`config.mk`:
```
export PLATFORM = sky130hd
export DESIGN_NAME = lccs_top
export DESIGN_NICKNAME = d
export VERILOG_FILES = /design/src/core/lccs_pkg.sv /design/src/core/lccs_rise.sv /design/src/core/lccs_cycler.sv /design/src/core/lccs_top.sv
export SDC_FILE = /design/constraint.sdc
export NUM_CORES = 1
export LEC_CHECK = 0
export CORE_MARGIN = 5
export CORE_UTILIZATION = 45
export CTS_BUF_LIST = sky130_fd_sc_hd__clkbuf_8
export CTS_CLUSTER_SIZE = 20
export DETAILED_ROUTE_END_ITERATION = 16
export DONT_BUFFER_PORTS = 1
export GPL_TIMING_DRIVEN = 0
export PLACE_DENSITY = 0.63
export SYNTH_ARGS = -nofsm -noshare
export SYNTH_HDL_FRONTEND = slang
export SYNTH_HIERARCHICAL = 1
export SYNTH_SLANG_ARGS = --single-unit
export TNS_END_PERCENT = 1
```
`constraint.sdc`:
```
create_clock -name clk_i -period 2.3 [get_ports clk_i]
set_input_delay 0.115 -clock clk_i [delete_from_list [all_inputs] [get_ports clk_i]]
set_output_delay 0.115 -clock clk_i [all_outputs]
set_load 0.02 [all_outputs]
```
`src/core/lccs_pkg.sv`:
```
package lccs_pkg;

	// register indices; byte address is four times the index
	localparam logic [5:0] IDX_SETUP1 = 6'h01;
	localparam logic [5:0] IDX_SETUP3 = 6'h03;
	localparam logic [5:0] IDX_ACYC_RESET = 6'h05;
	localparam logic [5:0] IDX_SETUP4 = 6'h06;
	localparam logic [5:0] IDX_STATUS = 6'h0D;
	localparam int ADDR_LSB = 2;
	localparam int ADDR_W = 8;
	localparam int DATA_W = 32;
	localparam int REG_W = 8;

	// reset values of the stored registers
	localparam logic [7:0] SETUP1_RST = 8'h03;
	localparam logic [7:0] SETUP3_RST = 8'h1F;
	localparam logic [7:0] SETUP4_RST = 8'h00;

	// setup register 1 fields
	localparam int S1_EN = 0;
	localparam int S1_CDS = 1;
	localparam int S1_MONO = 2;
	localparam int S1_MAX_SPEED = 6;
	// setup register 3 channel field
	localparam int S3_CHAN_LO = 6;
	// setup register 4 fields
	localparam int S4_LINE_COLOUR = 0;
	localparam int S4_AUTOCYCLE = 1;
	localparam int S4_FORCE_MUX = 2;
	localparam int S4_INTM_LO = 4;
	localparam int S4_FM_LO = 6;

	// colour codes for the input and offset/gain multiplexers
	localparam logic [1:0] COL_RED = 2'h0;
	localparam logic [1:0] COL_GREEN = 2'h1;
	localparam logic [1:0] COL_BLUE = 2'h2;

	localparam logic [2:0] PWR_ALL = 3'h7;
	localparam logic [2:0] PWR_RED = 3'h1;
	localparam logic [2:0] PWR_NONE = 3'h0;

	// auto-cycle state, one-hot
	typedef enum logic [2:0] {
		CYC_RED = 3'h1,
		CYC_GREEN = 3'h2,
		CYC_BLUE = 3'h4
	} lccs_cyc_t;

	// steering bundle driven towards the analogue front end
	typedef struct packed {
		logic [1:0] input_mux;
		logic [1:0] gain_sel;
		logic [2:0] chan_power;
		logic mono_active;
		logic cds_active;
	} lccs_path_t;

	localparam lccs_path_t PATH_RST = '{input_mux: COL_RED, gain_sel: COL_RED, chan_power: PWR_ALL,
		mono_active: 1'b0, cds_active: 1'b1};

endpackage

```
`src/core/lccs_rise.sv`:
```
module lccs_rise (
	input wire logic clk_i,
	input wire logic rst_i,
	input wire logic ce_i,
	input wire logic pin_i,
	output logic rise_o
);
	logic prev_r;
	logic prev_nxt;

	// previous pin level; pin is synchronous to clk_i
	always_comb begin
		prev_nxt = ce_i ? pin_i : prev_r;
	end

	always_ff @(posedge clk_i or posedge rst_i) begin
		if (rst_i) begin
			prev_r <= 1'b0;
		end else begin
			prev_r <= prev_nxt;
		end
	end

	// a high level held over many clocks is one pulse, not many
	assign rise_o = pin_i & ~prev_r;
endmodule

```
`src/core/lccs_cycler.sv`:
```
module lccs_cycler (
	input wire logic clk_i,
	input wire logic rst_i,
	input wire logic ce_i,
	input wire logic step_i,
	input wire logic clear_i,
	output logic [1:0] col_o,
	output logic [1:0] col_nxt_o
);
	import lccs_pkg::*;

	lccs_cyc_t state_r;
	lccs_cyc_t state_nxt;

	// clear wins over a step landing in the same cycle
	always_comb begin
		state_nxt = state_r;
		if (ce_i) begin
			if (clear_i) begin
				state_nxt = CYC_RED;
			end else if (step_i) begin
				unique case (state_r)
					CYC_RED: state_nxt = CYC_GREEN;
					CYC_GREEN: state_nxt = CYC_BLUE;
					CYC_BLUE: state_nxt = CYC_RED;
					default: state_nxt = CYC_RED;
				endcase
			end
		end
	end

	always_ff @(posedge clk_i or posedge rst_i) begin
		if (rst_i) begin
			state_r <= CYC_RED;
		end else begin
			state_r <= state_nxt;
		end
	end

	// colour code of a state
	function automatic logic [1:0] cyc_col(input lccs_cyc_t s);
		unique case (s)
			CYC_GREEN: cyc_col = COL_GREEN;
			CYC_BLUE: cyc_col = COL_BLUE;
			default: cyc_col = COL_RED;
		endcase
	endfunction

	assign col_o = cyc_col(state_r);
	assign col_nxt_o = cyc_col(state_nxt);
endmodule

```
`src/core/lccs_top.sv`:
```
// The register offsets and register access over Avalon-MM were left to the implementer.
module lccs_top (
	input wire logic clk_i,
	input wire logic rst_i,
	input wire logic ce_i,
	input wire logic [lccs_pkg::ADDR_W-1:0] address_i,
	input wire logic read_i,
	input wire logic write_i,
	input wire logic [lccs_pkg::DATA_W-1:0] writedata_i,
	input wire logic [3:0] byteenable_i,
	output logic [lccs_pkg::DATA_W-1:0] readdata_o,
	output logic waitrequest_o,
	input wire logic cycle_clamp_pin_i,
	output lccs_pkg::lccs_path_t path_o
);
	import lccs_pkg::*;

	logic [REG_W-1:0] setup1_r, setup1_nxt;
	logic [REG_W-1:0] setup3_r, setup3_nxt;
	logic [REG_W-1:0] setup4_r, setup4_nxt;
	logic [DATA_W-1:0] rdata_r, rdata_nxt;
	logic wait_r, wait_nxt;
	lccs_path_t path_r, path_nxt;
	logic [5:0] idx;
	logic accept;
	logic wr_acc;
	logic acyc_clear;
	logic rise;
	logic step;
	logic [1:0] cyc_col;
	logic [1:0] cyc_col_nxt;

	// map a two-bit colour field; the unused code falls back to red
	function automatic logic [1:0] col_sel(input logic [1:0] code);
		col_sel = (code == COL_BLUE || code == COL_GREEN) ? code : COL_RED;
	endfunction

	// word index of the bus address
	function automatic logic [5:0] word_idx(input logic [ADDR_W-1:0] a);
		word_idx = a[ADDR_W-1:ADDR_LSB];
	endfunction

	// full steering decode from register values and cycle colour
	function automatic lccs_path_t steer(input logic [REG_W-1:0] s1, input logic [REG_W-1:0] s3,
			input logic [REG_W-1:0] s4, input logic [1:0] cyc);
		lccs_path_t p;
		logic [1:0] intm;
		logic [1:0] fm;
		intm = col_sel(s4[S4_INTM_LO +: 2]);
		fm = col_sel(s4[S4_FM_LO +: 2]);
		p.cds_active = s1[S1_CDS] & ~s1[S1_MAX_SPEED];
		if (s4[S4_LINE_COLOUR]) begin
			// only red path is live in line colour operation
			p.chan_power = s1[S1_EN] ? PWR_RED : PWR_NONE;
			p.mono_active = 1'b1;
			unique case ({s4[S4_FORCE_MUX], s4[S4_AUTOCYCLE]})
				2'b00: begin
					p.input_mux = intm;
					p.gain_sel = intm;
				end
				2'b01: begin
					p.input_mux = cyc;
					p.gain_sel = cyc;
				end
				2'b10: begin
					p.input_mux = fm;
					p.gain_sel = intm;
				end
				default: begin
					p.input_mux = fm;
					p.gain_sel = cyc;
				end
			endcase
		end else begin
			// channel bits pick the input; the controller rewrites them per line
			p.chan_power = s1[S1_EN] ? PWR_ALL : PWR_NONE;
			p.mono_active = s1[S1_MONO];
			p.input_mux = col_sel(s3[S3_CHAN_LO +: 2]);
			p.gain_sel = col_sel(s3[S3_CHAN_LO +: 2]);
		end
		steer = p;
	endfunction

	assign idx = word_idx(address_i);
	assign accept = ce_i & ~wait_r & (read_i | write_i);
	assign wr_acc = accept & write_i;
	// any byte lanes count: the write itself is the event
	assign acyc_clear = wr_acc & (idx == IDX_ACYC_RESET);

	lccs_rise u_rise (
		.clk_i(clk_i),
		.rst_i(rst_i),
		.ce_i(ce_i),
		.pin_i(cycle_clamp_pin_i),
		.rise_o(rise)
	);

	// cycling only runs in line colour mode with the cycle bit set
	assign step = rise & setup4_r[S4_LINE_COLOUR] & setup4_r[S4_AUTOCYCLE];

	lccs_cycler u_cycler (
		.clk_i(clk_i),
		.rst_i(rst_i),
		.ce_i(ce_i),
		.step_i(step),
		.clear_i(acyc_clear),
		.col_o(cyc_col),
		.col_nxt_o(cyc_col_nxt)
	);

	// bus slave: one wait cycle, then a single-cycle acceptance
	always_comb begin
		setup1_nxt = setup1_r;
		setup3_nxt = setup3_r;
		setup4_nxt = setup4_r;
		rdata_nxt = rdata_r;
		wait_nxt = wait_r;
		if (ce_i) begin
			wait_nxt = ~((read_i | write_i) & wait_r);
			if (read_i & wait_r) begin
				unique case (idx)
					IDX_SETUP1: rdata_nxt = {{(DATA_W-REG_W){1'b0}}, setup1_r};
					IDX_SETUP3: rdata_nxt = {{(DATA_W-REG_W){1'b0}}, setup3_r};
					IDX_SETUP4: rdata_nxt = {{(DATA_W-REG_W){1'b0}}, setup4_r};
					IDX_STATUS: rdata_nxt = {{(DATA_W-$bits(lccs_path_t)){1'b0}}, path_r};
					default: rdata_nxt = '0;
				endcase
			end
			if (wr_acc & byteenable_i[0]) begin
				unique case (idx)
					IDX_SETUP1: setup1_nxt = writedata_i[REG_W-1:0];
					IDX_SETUP3: setup3_nxt = writedata_i[REG_W-1:0];
					IDX_SETUP4: setup4_nxt = writedata_i[REG_W-1:0];
					default: ;
				endcase
			end
		end
	end

	always_ff @(posedge clk_i or posedge rst_i) begin
		if (rst_i) begin
			setup1_r <= SETUP1_RST;
			setup3_r <= SETUP3_RST;
			setup4_r <= SETUP4_RST;
			rdata_r <= '0;
			wait_r <= 1'b1;
		end else begin
			setup1_r <= setup1_nxt;
			setup3_r <= setup3_nxt;
			setup4_r <= setup4_nxt;
			rdata_r <= rdata_nxt;
			wait_r <= wait_nxt;
		end
	end

	// steering built from next values so outputs track registers without lag
	always_comb begin
		path_nxt = steer(setup1_nxt, setup3_nxt, setup4_nxt, cyc_col_nxt);
	end

	always_ff @(posedge clk_i or posedge rst_i) begin
		if (rst_i) begin
			path_r <= PATH_RST;
		end else begin
			path_r <= path_nxt;
		end
	end

	assign readdata_o = rdata_r;
	assign waitrequest_o = wait_r;
	assign path_o = path_r;

	logic lbl, acyc, force_mux_enable;
	assign lbl = setup4_r[S4_LINE_COLOUR];
	assign acyc = setup4_r[S4_AUTOCYCLE];
	assign force_mux_enable = setup4_r[S4_FORCE_MUX];
endmodule

```
==> impl_metrics.env, run 1 <==
export IMPL_synth_cells=216
export IMPL_p_per_area_mw_per_mm2=559
export IMPL_n_antenna_cell=0
export IMPL_critPathMaxStageDelay_ns=0.65
export IMPL_overflow=0
export IMPL_path_cells="and4b_1, nand4b_1, buf_2, mux2_2, mux2i_1, o21bai_1"
export IMPL_dr_pass1_iters=5
export IMPL_required_ns=2.53
export IMPL_post_cts_buffers=0
export IMPL_cts_max_level=2
export IMPL_io_buffer_count=0
export IMPL_syn_to_final_growth_pct=17.3
export IMPL_finalClockSkew_ns=0.0116
export IMPL_vdd_drop_max_mv=0.266
export IMPL_die_area_mm2=0.00700
export IMPL_cp_startpoint="waitrequest_o"
export IMPL_crit_path_start_kind="register"
export IMPL_grt_pass1_vias=1690
export IMPL_routed_via_density=5.23
export IMPL_seq_power_share_pct=52.4
export IMPL_syn_area_mm2=0.00244
export IMPL_syn_avg_cell_area_um2=11.3
export IMPL_yosys_warnings=6
export IMPL_drive_above_1_share_pct=32.8
export IMPL_numCtsBuffers=5
export IMPL_finalCriticalPeriod_ns=2.12
export IMPL_comb_power_share_pct=10.2
export IMPL_clock_latency_ns=0.30
export IMPL_num_rows=26
export IMPL_status="finished clean"
export IMPL_tns_ns=0
export IMPL_clkSinkCount=45
export IMPL_critPathMaxFanout=10
export IMPL_setup_viol=0
export IMPL_core_mm2=0.00520
export IMPL_grtUsageTotal_pct=16.2
export IMPL_ios=92
export IMPL_ant_nets=0
export IMPL_hpwlAfterDp_mm=3.86
export IMPL_drv_cap=0
export IMPL_worstSetupEndpointType="register"
export IMPL_clockRootBuffer="clkbuf_8"
export IMPL_pwr_share_clk_pct=37.4
export IMPL_p_int_w=0.00121
export IMPL_power_leakage_nw=1.38
export IMPL_worst_slew_pin_slew_ns=0.867
export IMPL_routed_wl_mm=5.50
export IMPL_finalPower_w=0.00160
export IMPL_clkSlewWorstSetupHoldPaths_ns=0.09
export IMPL_grt_pass1_wl_mm=9.04
export IMPL_switching_power_w=0.000392
export IMPL_drtIter0Drc=104
export IMPL_hold_end="readdata_o[8]"
export IMPL_die_w_um=83.7
export IMPL_hold_depth=3
export IMPL_layout_nets=308
export IMPL_grt_max_degree=42
export IMPL_cts_tree="done"
export IMPL_path_class="register to register"
export IMPL_hp_class="input pin to register"
export IMPL_critPathArrivalTime_ns=2.35
export IMPL_routedWlPerCell_um=16.7
export IMPL_gp_congestion=0.819
export IMPL_die_h_um=83.7
export IMPL_cts_buffer_depth=2
export IMPL_cp_slowest_cell="dfstp_2"
export IMPL_drcViolationCount=0
export IMPL_rsz0062_at_grt="false"
export IMPL_vias=1722
export IMPL_slew_headroom_pct=42.1
export IMPL_fmax_mhz=471
export IMPL_min_from="address_i[7]"
export IMPL_timing_rr_start="waitrequest_o"
export IMPL_slew_viol_final=0
export IMPL_reg2reg_depth=6
export IMPL_reg2reg_to="path_o[7]"
export IMPL_start_util_pct=46.9
export IMPL_antenna_found_initial=0
export IMPL_fin_crit_sh_pct=92.3
export IMPL_swShare_pct=24.5
export IMPL_reg2reg_slack_ns=0.18
export IMPL_hold_violations=0
[through the flow]
stage / utilization, % / hold WS (ns) / setup slack [ns] / std cells / instance area, um^2
after CTS: 54.9 / 0.0562 / 0.123 / 329 / 2860
after floorplan: - / -0.156 / 0.207 / 238 / 2530
final: 55.1 / 0.0525 / 0.177 / 329 / 2870
after global placement: 50.2 / -0.155 / 0.0213 / 308 / 2610
after global routing: 55.1 / 0.0698 / 0.0177 / 329 / 2870
after detailed placement: 50.2 / -0.152 / 0.0113 / 308 / 2610
[cell usage in the layout, fill, tap and decap left out, types with 2 or more instances in the layout]
cell type	count
dfrtp_1	34
nand2_1	21
o21ai_0	7
buf_4	27
nand2b_1	3
nor2b_1	7
a21oi_1	5
nand3_1	3
nand3b_1	7
a211oi_1	2
nor3b_1	4
nor2_1	3
inv_1	4
clkbuf_8	5
a222oi_1	6
mux2_2	26
nor4_2	2
a22oi_1	2
mux2i_1	5
a22o_1	10
dlygate4sd3_1	13
and2_1	3
dfstp_2	11
o211ai_1	2
buf_2	2
conb_1	23
and3_1	2
[layer usage]
metal  wire length, um  share of wire (%)  up-vias  GRT usage, %
met4                44               0.80        0          3.07
met3               485                8.8        5          6.12
li1                  -                  -      821             -
met2              2550                 46       58          25.6
met5                 0                  0        -             0
met1              2420                 44      838          21.5
[what timing repair did]
action,in CTS,in global routing
gates resized for setup,0,3
setup endpoints to repair,0,1
endpoints found under the hold margin,62,0
hold buffers,13,0
[registers in the layout, indices dropped and copies added (netlist names)]
register          count
setup4_r              8
setup3_r              8
waitrequest_o         1
u_cycler/state_r      3
setup1_r              7
readdata_o            9
path_o                8
u_rise/prev_r         1
[critical path, delay by kind of cell, from the launching register on]
kind / cells / cell delay, ns
DFF: 1 / 0.65
muxes: 2 / 0.48
and+or+nand+nor: 2 / 0.50
AOI/OAI and AO/OA: 1 / 0.12
buffers and inverters: 1 / 0.29
[power groups by stage]
stage	logic (W)	registers [W]	clock network [W]
finish	0.000163	0.000841	0.000600
global route	0.000178	0.000844	0.000638
CTS	0.000162	0.000840	0.000610
detailed placement	0.000136	0.000855	0
global placement	0.000134	0.000855	0
floorplan	0.000123	0.000849	0
[worst max-delay path by stage]
stage / endpoint / slack (ns) / cells after the start
floorplan: path_o[7] / 0.21 / 10
global placement: path_o[7] / 0.02 / 10
detailed placement: path_o[7] / 0.01 / 10
CTS: path_o[7] / 0.12 / 9
global route: path_o[7] / 0.02 / 9
finish: path_o[7] / 0.18 / 6
[area by class of cell]
type	instances	area, um^2
buffer	30	216
clock buffer	5	68.8
clock inverter	3	42.5
fill	490	2340
inverter	4	15.0
multi-input combinational	159	1170
sequential	45	1140
tap	70	87.6
timing repair buffer	13	130
Power figures use the tool's default switching activity.
==> run 2: changes to the inputs <==
--- a/config.mk
+++ b/config.mk
@@ -5,6 +5,7 @@
 export SDC_FILE = /design/constraint.sdc
 export NUM_CORES = 1
 export LEC_CHECK = 0
+export CORE_ASPECT_RATIO = 2
 export CORE_MARGIN = 5
 export CORE_UTILIZATION = 45
 export CTS_BUF_LIST = sky130_fd_sc_hd__clkbuf_8
@@ -13,8 +14,8 @@
 export DONT_BUFFER_PORTS = 1
 export GPL_TIMING_DRIVEN = 0
 export PLACE_DENSITY = 0.63
+export SKIP_CTS_REPAIR_TIMING = 1
 export SYNTH_ARGS = -nofsm -noshare
 export SYNTH_HDL_FRONTEND = slang
-export SYNTH_HIERARCHICAL = 1
 export SYNTH_SLANG_ARGS = --single-unit
 export TNS_END_PERCENT = 1
==> impl_metrics.env, run 2 <==
export IMPL_hold_violations=0
export IMPL_clockRootBuffer="clkbuf_8"
export IMPL_hp_class="input pin to register"
export IMPL_die_area_mm2=0.00692
export IMPL_clkSinkCount=45
export IMPL_dr_pass1_iters=4
export IMPL_finalNonFillerCells=324
export IMPL_worstSetupEndpointType="register"
export IMPL_fin_crit_sh_pct=96.6
export IMPL_fmax_mhz=450
export IMPL_numCtsBuffers=5
export IMPL_slew_headroom_pct=45.5
export IMPL_drive_above_1_share_pct=27.1
export IMPL_ios=92
export IMPL_async_flop_share_pct=100
export IMPL_syn_avg_cell_area_um2=10.6
export IMPL_slew_viol_final=0
export IMPL_status="finished clean"
export IMPL_clkSlewWorstSetupHoldPaths_ns=0.08
export IMPL_critPathMaxStageDelay_ns=0.64
export IMPL_cp_slowest_cell="dfstp_2"
export IMPL_overflow=0
export IMPL_power_leakage_nw=1.42
export IMPL_synth_cell_types=41
export IMPL_yosysMostFrequentCell="dfrtp_1"
export IMPL_drtIter0Drc=27
export IMPL_antenna_found_initial=0
export IMPL_finalCriticalPeriod_ns=2.22
export IMPL_finalClockSkew_ns=0.00660
export IMPL_ant_nets=0
export IMPL_start_util_pct=46.2
export IMPL_synth_top_cell_area_share_pct=35.8
export IMPL_yosysSeqAreaShare_pct=48.0
export IMPL_n_antenna_cell=0
export IMPL_die_w_um=61.4
export IMPL_largest_register_ffs=9
export IMPL_fill_cells=472
export IMPL_ys_flop_type="dfrtp_1"
export IMPL_synth_seq_cells=45
export IMPL_routed_wl_mm=5.69
export IMPL_critPathMaxFanout=10
export IMPL_vdd_drop_max_mv=0.546
export IMPL_syn_to_final_growth_pct=17.2
export IMPL_die_h_um=113
export IMPL_grt_max_degree=37
export IMPL_grt_pass1_vias=1691
export IMPL_netlist_top_cells_count="dfrtp_1 (34), buf_4 (26), nand2_1 (20)"
export IMPL_routed_via_density=5.23
export IMPL_clock_latency_ns=0.30
export IMPL_required_ns=2.49
export IMPL_critPathArrivalTime_ns=2.42
export IMPL_cts_tree="done"
export IMPL_grt_pass1_wl_mm=8.71
export IMPL_yosys_warnings=0
export IMPL_cts_buffer_depth=2
export IMPL_netlist_top_cells_area="dfrtp_1 (36%), dfstp_2 (12%), buf_4 (8.2%)"
export IMPL_path_cells="and4b_1, nand3_1, buf_4, mux2i_1, or4_1, o211ai_1"
export IMPL_gp_congestion=0.867
export IMPL_p_per_area_mw_per_mm2=576
export IMPL_synth_cells=223
export IMPL_drv_cap=0
export IMPL_io_buffer_count=0
export IMPL_mostFrequentLayoutCell="dfrtp_1"
export IMPL_dp_cells=304
export IMPL_yosysTopAreaCell="dfrtp_1"
export IMPL_setup_viol=0
export IMPL_syn_area_mm2=0.00237
export IMPL_layout_nets=315
export IMPL_grtUsageTotal_pct=16.9
export IMPL_core_mm2=0.00514
export IMPL_vias=1694
export IMPL_path_class="register to register"
export IMPL_cts_max_level=2
export IMPL_finalPower_w=0.00160
export IMPL_drcViolationCount=0
export IMPL_layout_common_cells="dfrtp_1 (34), buf_4 (26), conb_1 (23)"
export IMPL_synth_edf_count=0
export IMPL_crit_path_start_kind="register"
export IMPL_worst_slew_pin_slew_ns=0.810
export IMPL_num_rows=37
export IMPL_routedWlPerCell_um=17.6
export IMPL_hpwlAfterDp_mm=4.30
## run 2: cell type report
class                      count  area (um^2)  area share, %
clock inverter                 3         38.8           1.39
tap                           58         72.6           2.61
multi-input combinational    161         1070           38.4
inverter                       8         30.0           1.08
buffer                        31          223           8.01
timing repair buffer          13          140           5.04
sequential                    45         1140           41.0
clock buffer                   5         68.8           2.47
## run 2: kinds of logic (layout without fill, tap and decap cells)
group	count (synthesis)	after routing	share of synthesized area, %
compound gates	48	48	13.7
buf+inv	39	60	10.6
flops	45	45	48.0
mux	26	26	12.1
other cells	1	23	0.158
simple gates	64	64	15.4
## run 2: final timing paths
kind	start	end	slack (ns)	depth (start not counted)
setup reg to reg	waitrequest_o	path_o[7]	0.08	6
setup / recovery	waitrequest_o	path_o[7]	0.08	6
hold / removal	writedata_i[2]	setup4_r[2]	0.009	2
max in group asynchronous	rst_i	setup3_r[2]	1.57	3
min in group asynchronous	rst_i	readdata_o[5]	0.19	2
hold reg to reg	setup3_r[4]	setup3_r[4]	0.48	2
## run 2: routing by layer
| metal | global-route usage, % | vias up | share of wire, % |
|---|---|---|---|
| li1 | - | 831 | - |
| met1 | 17.6 | 810 | 34 |
| met2 | 32.0 | 48 | 59 |
| met3 | 2.85 | 5 | 5.7 |
| met4 | 5.81 | 0 | 1.3 |
| met5 | 0 | - | 0 |
## run 2: power breakdown
group,internal [W],switching (W),leakage (nW)
sequential,0.000818,0.0000283,0.585
combinational,0.0000729,0.0000904,0.775
clock,0.000318,0.000273,0.0593
## run 2: per-stage QoR
step,area (um^2),setup slack [ns],util (%),hold slack [ns],setup TNS (ns)
3_3_place_gp,2530,0.0705,49.2,0.239,0
4_1_cts,2660,0.00244,51.7,-0.384,0
6_report,2780,0.0771,54.1,0.00854,0
3_5_place_dp,2550,0.0385,49.6,-0.0609,0
5_1_grt,2780,-0.00114,54.1,0.00850,-0.00114
2_1_floorplan,2460,0.362,-,0.230,0
## run 2: worst max-delay path: cells and delay by family, from the launching register on
| kind | cells | cell delay, ns |
|---|---|---|
| flip-flops | 1 | 0.64 |
| buffers and inverters | 1 | 0.24 |
| AND/OR/NAND/NOR | 3 | 0.97 |
| AO/OA/AOI/OAI | 1 | 0.14 |
| multiplexers | 1 | 0.14 |
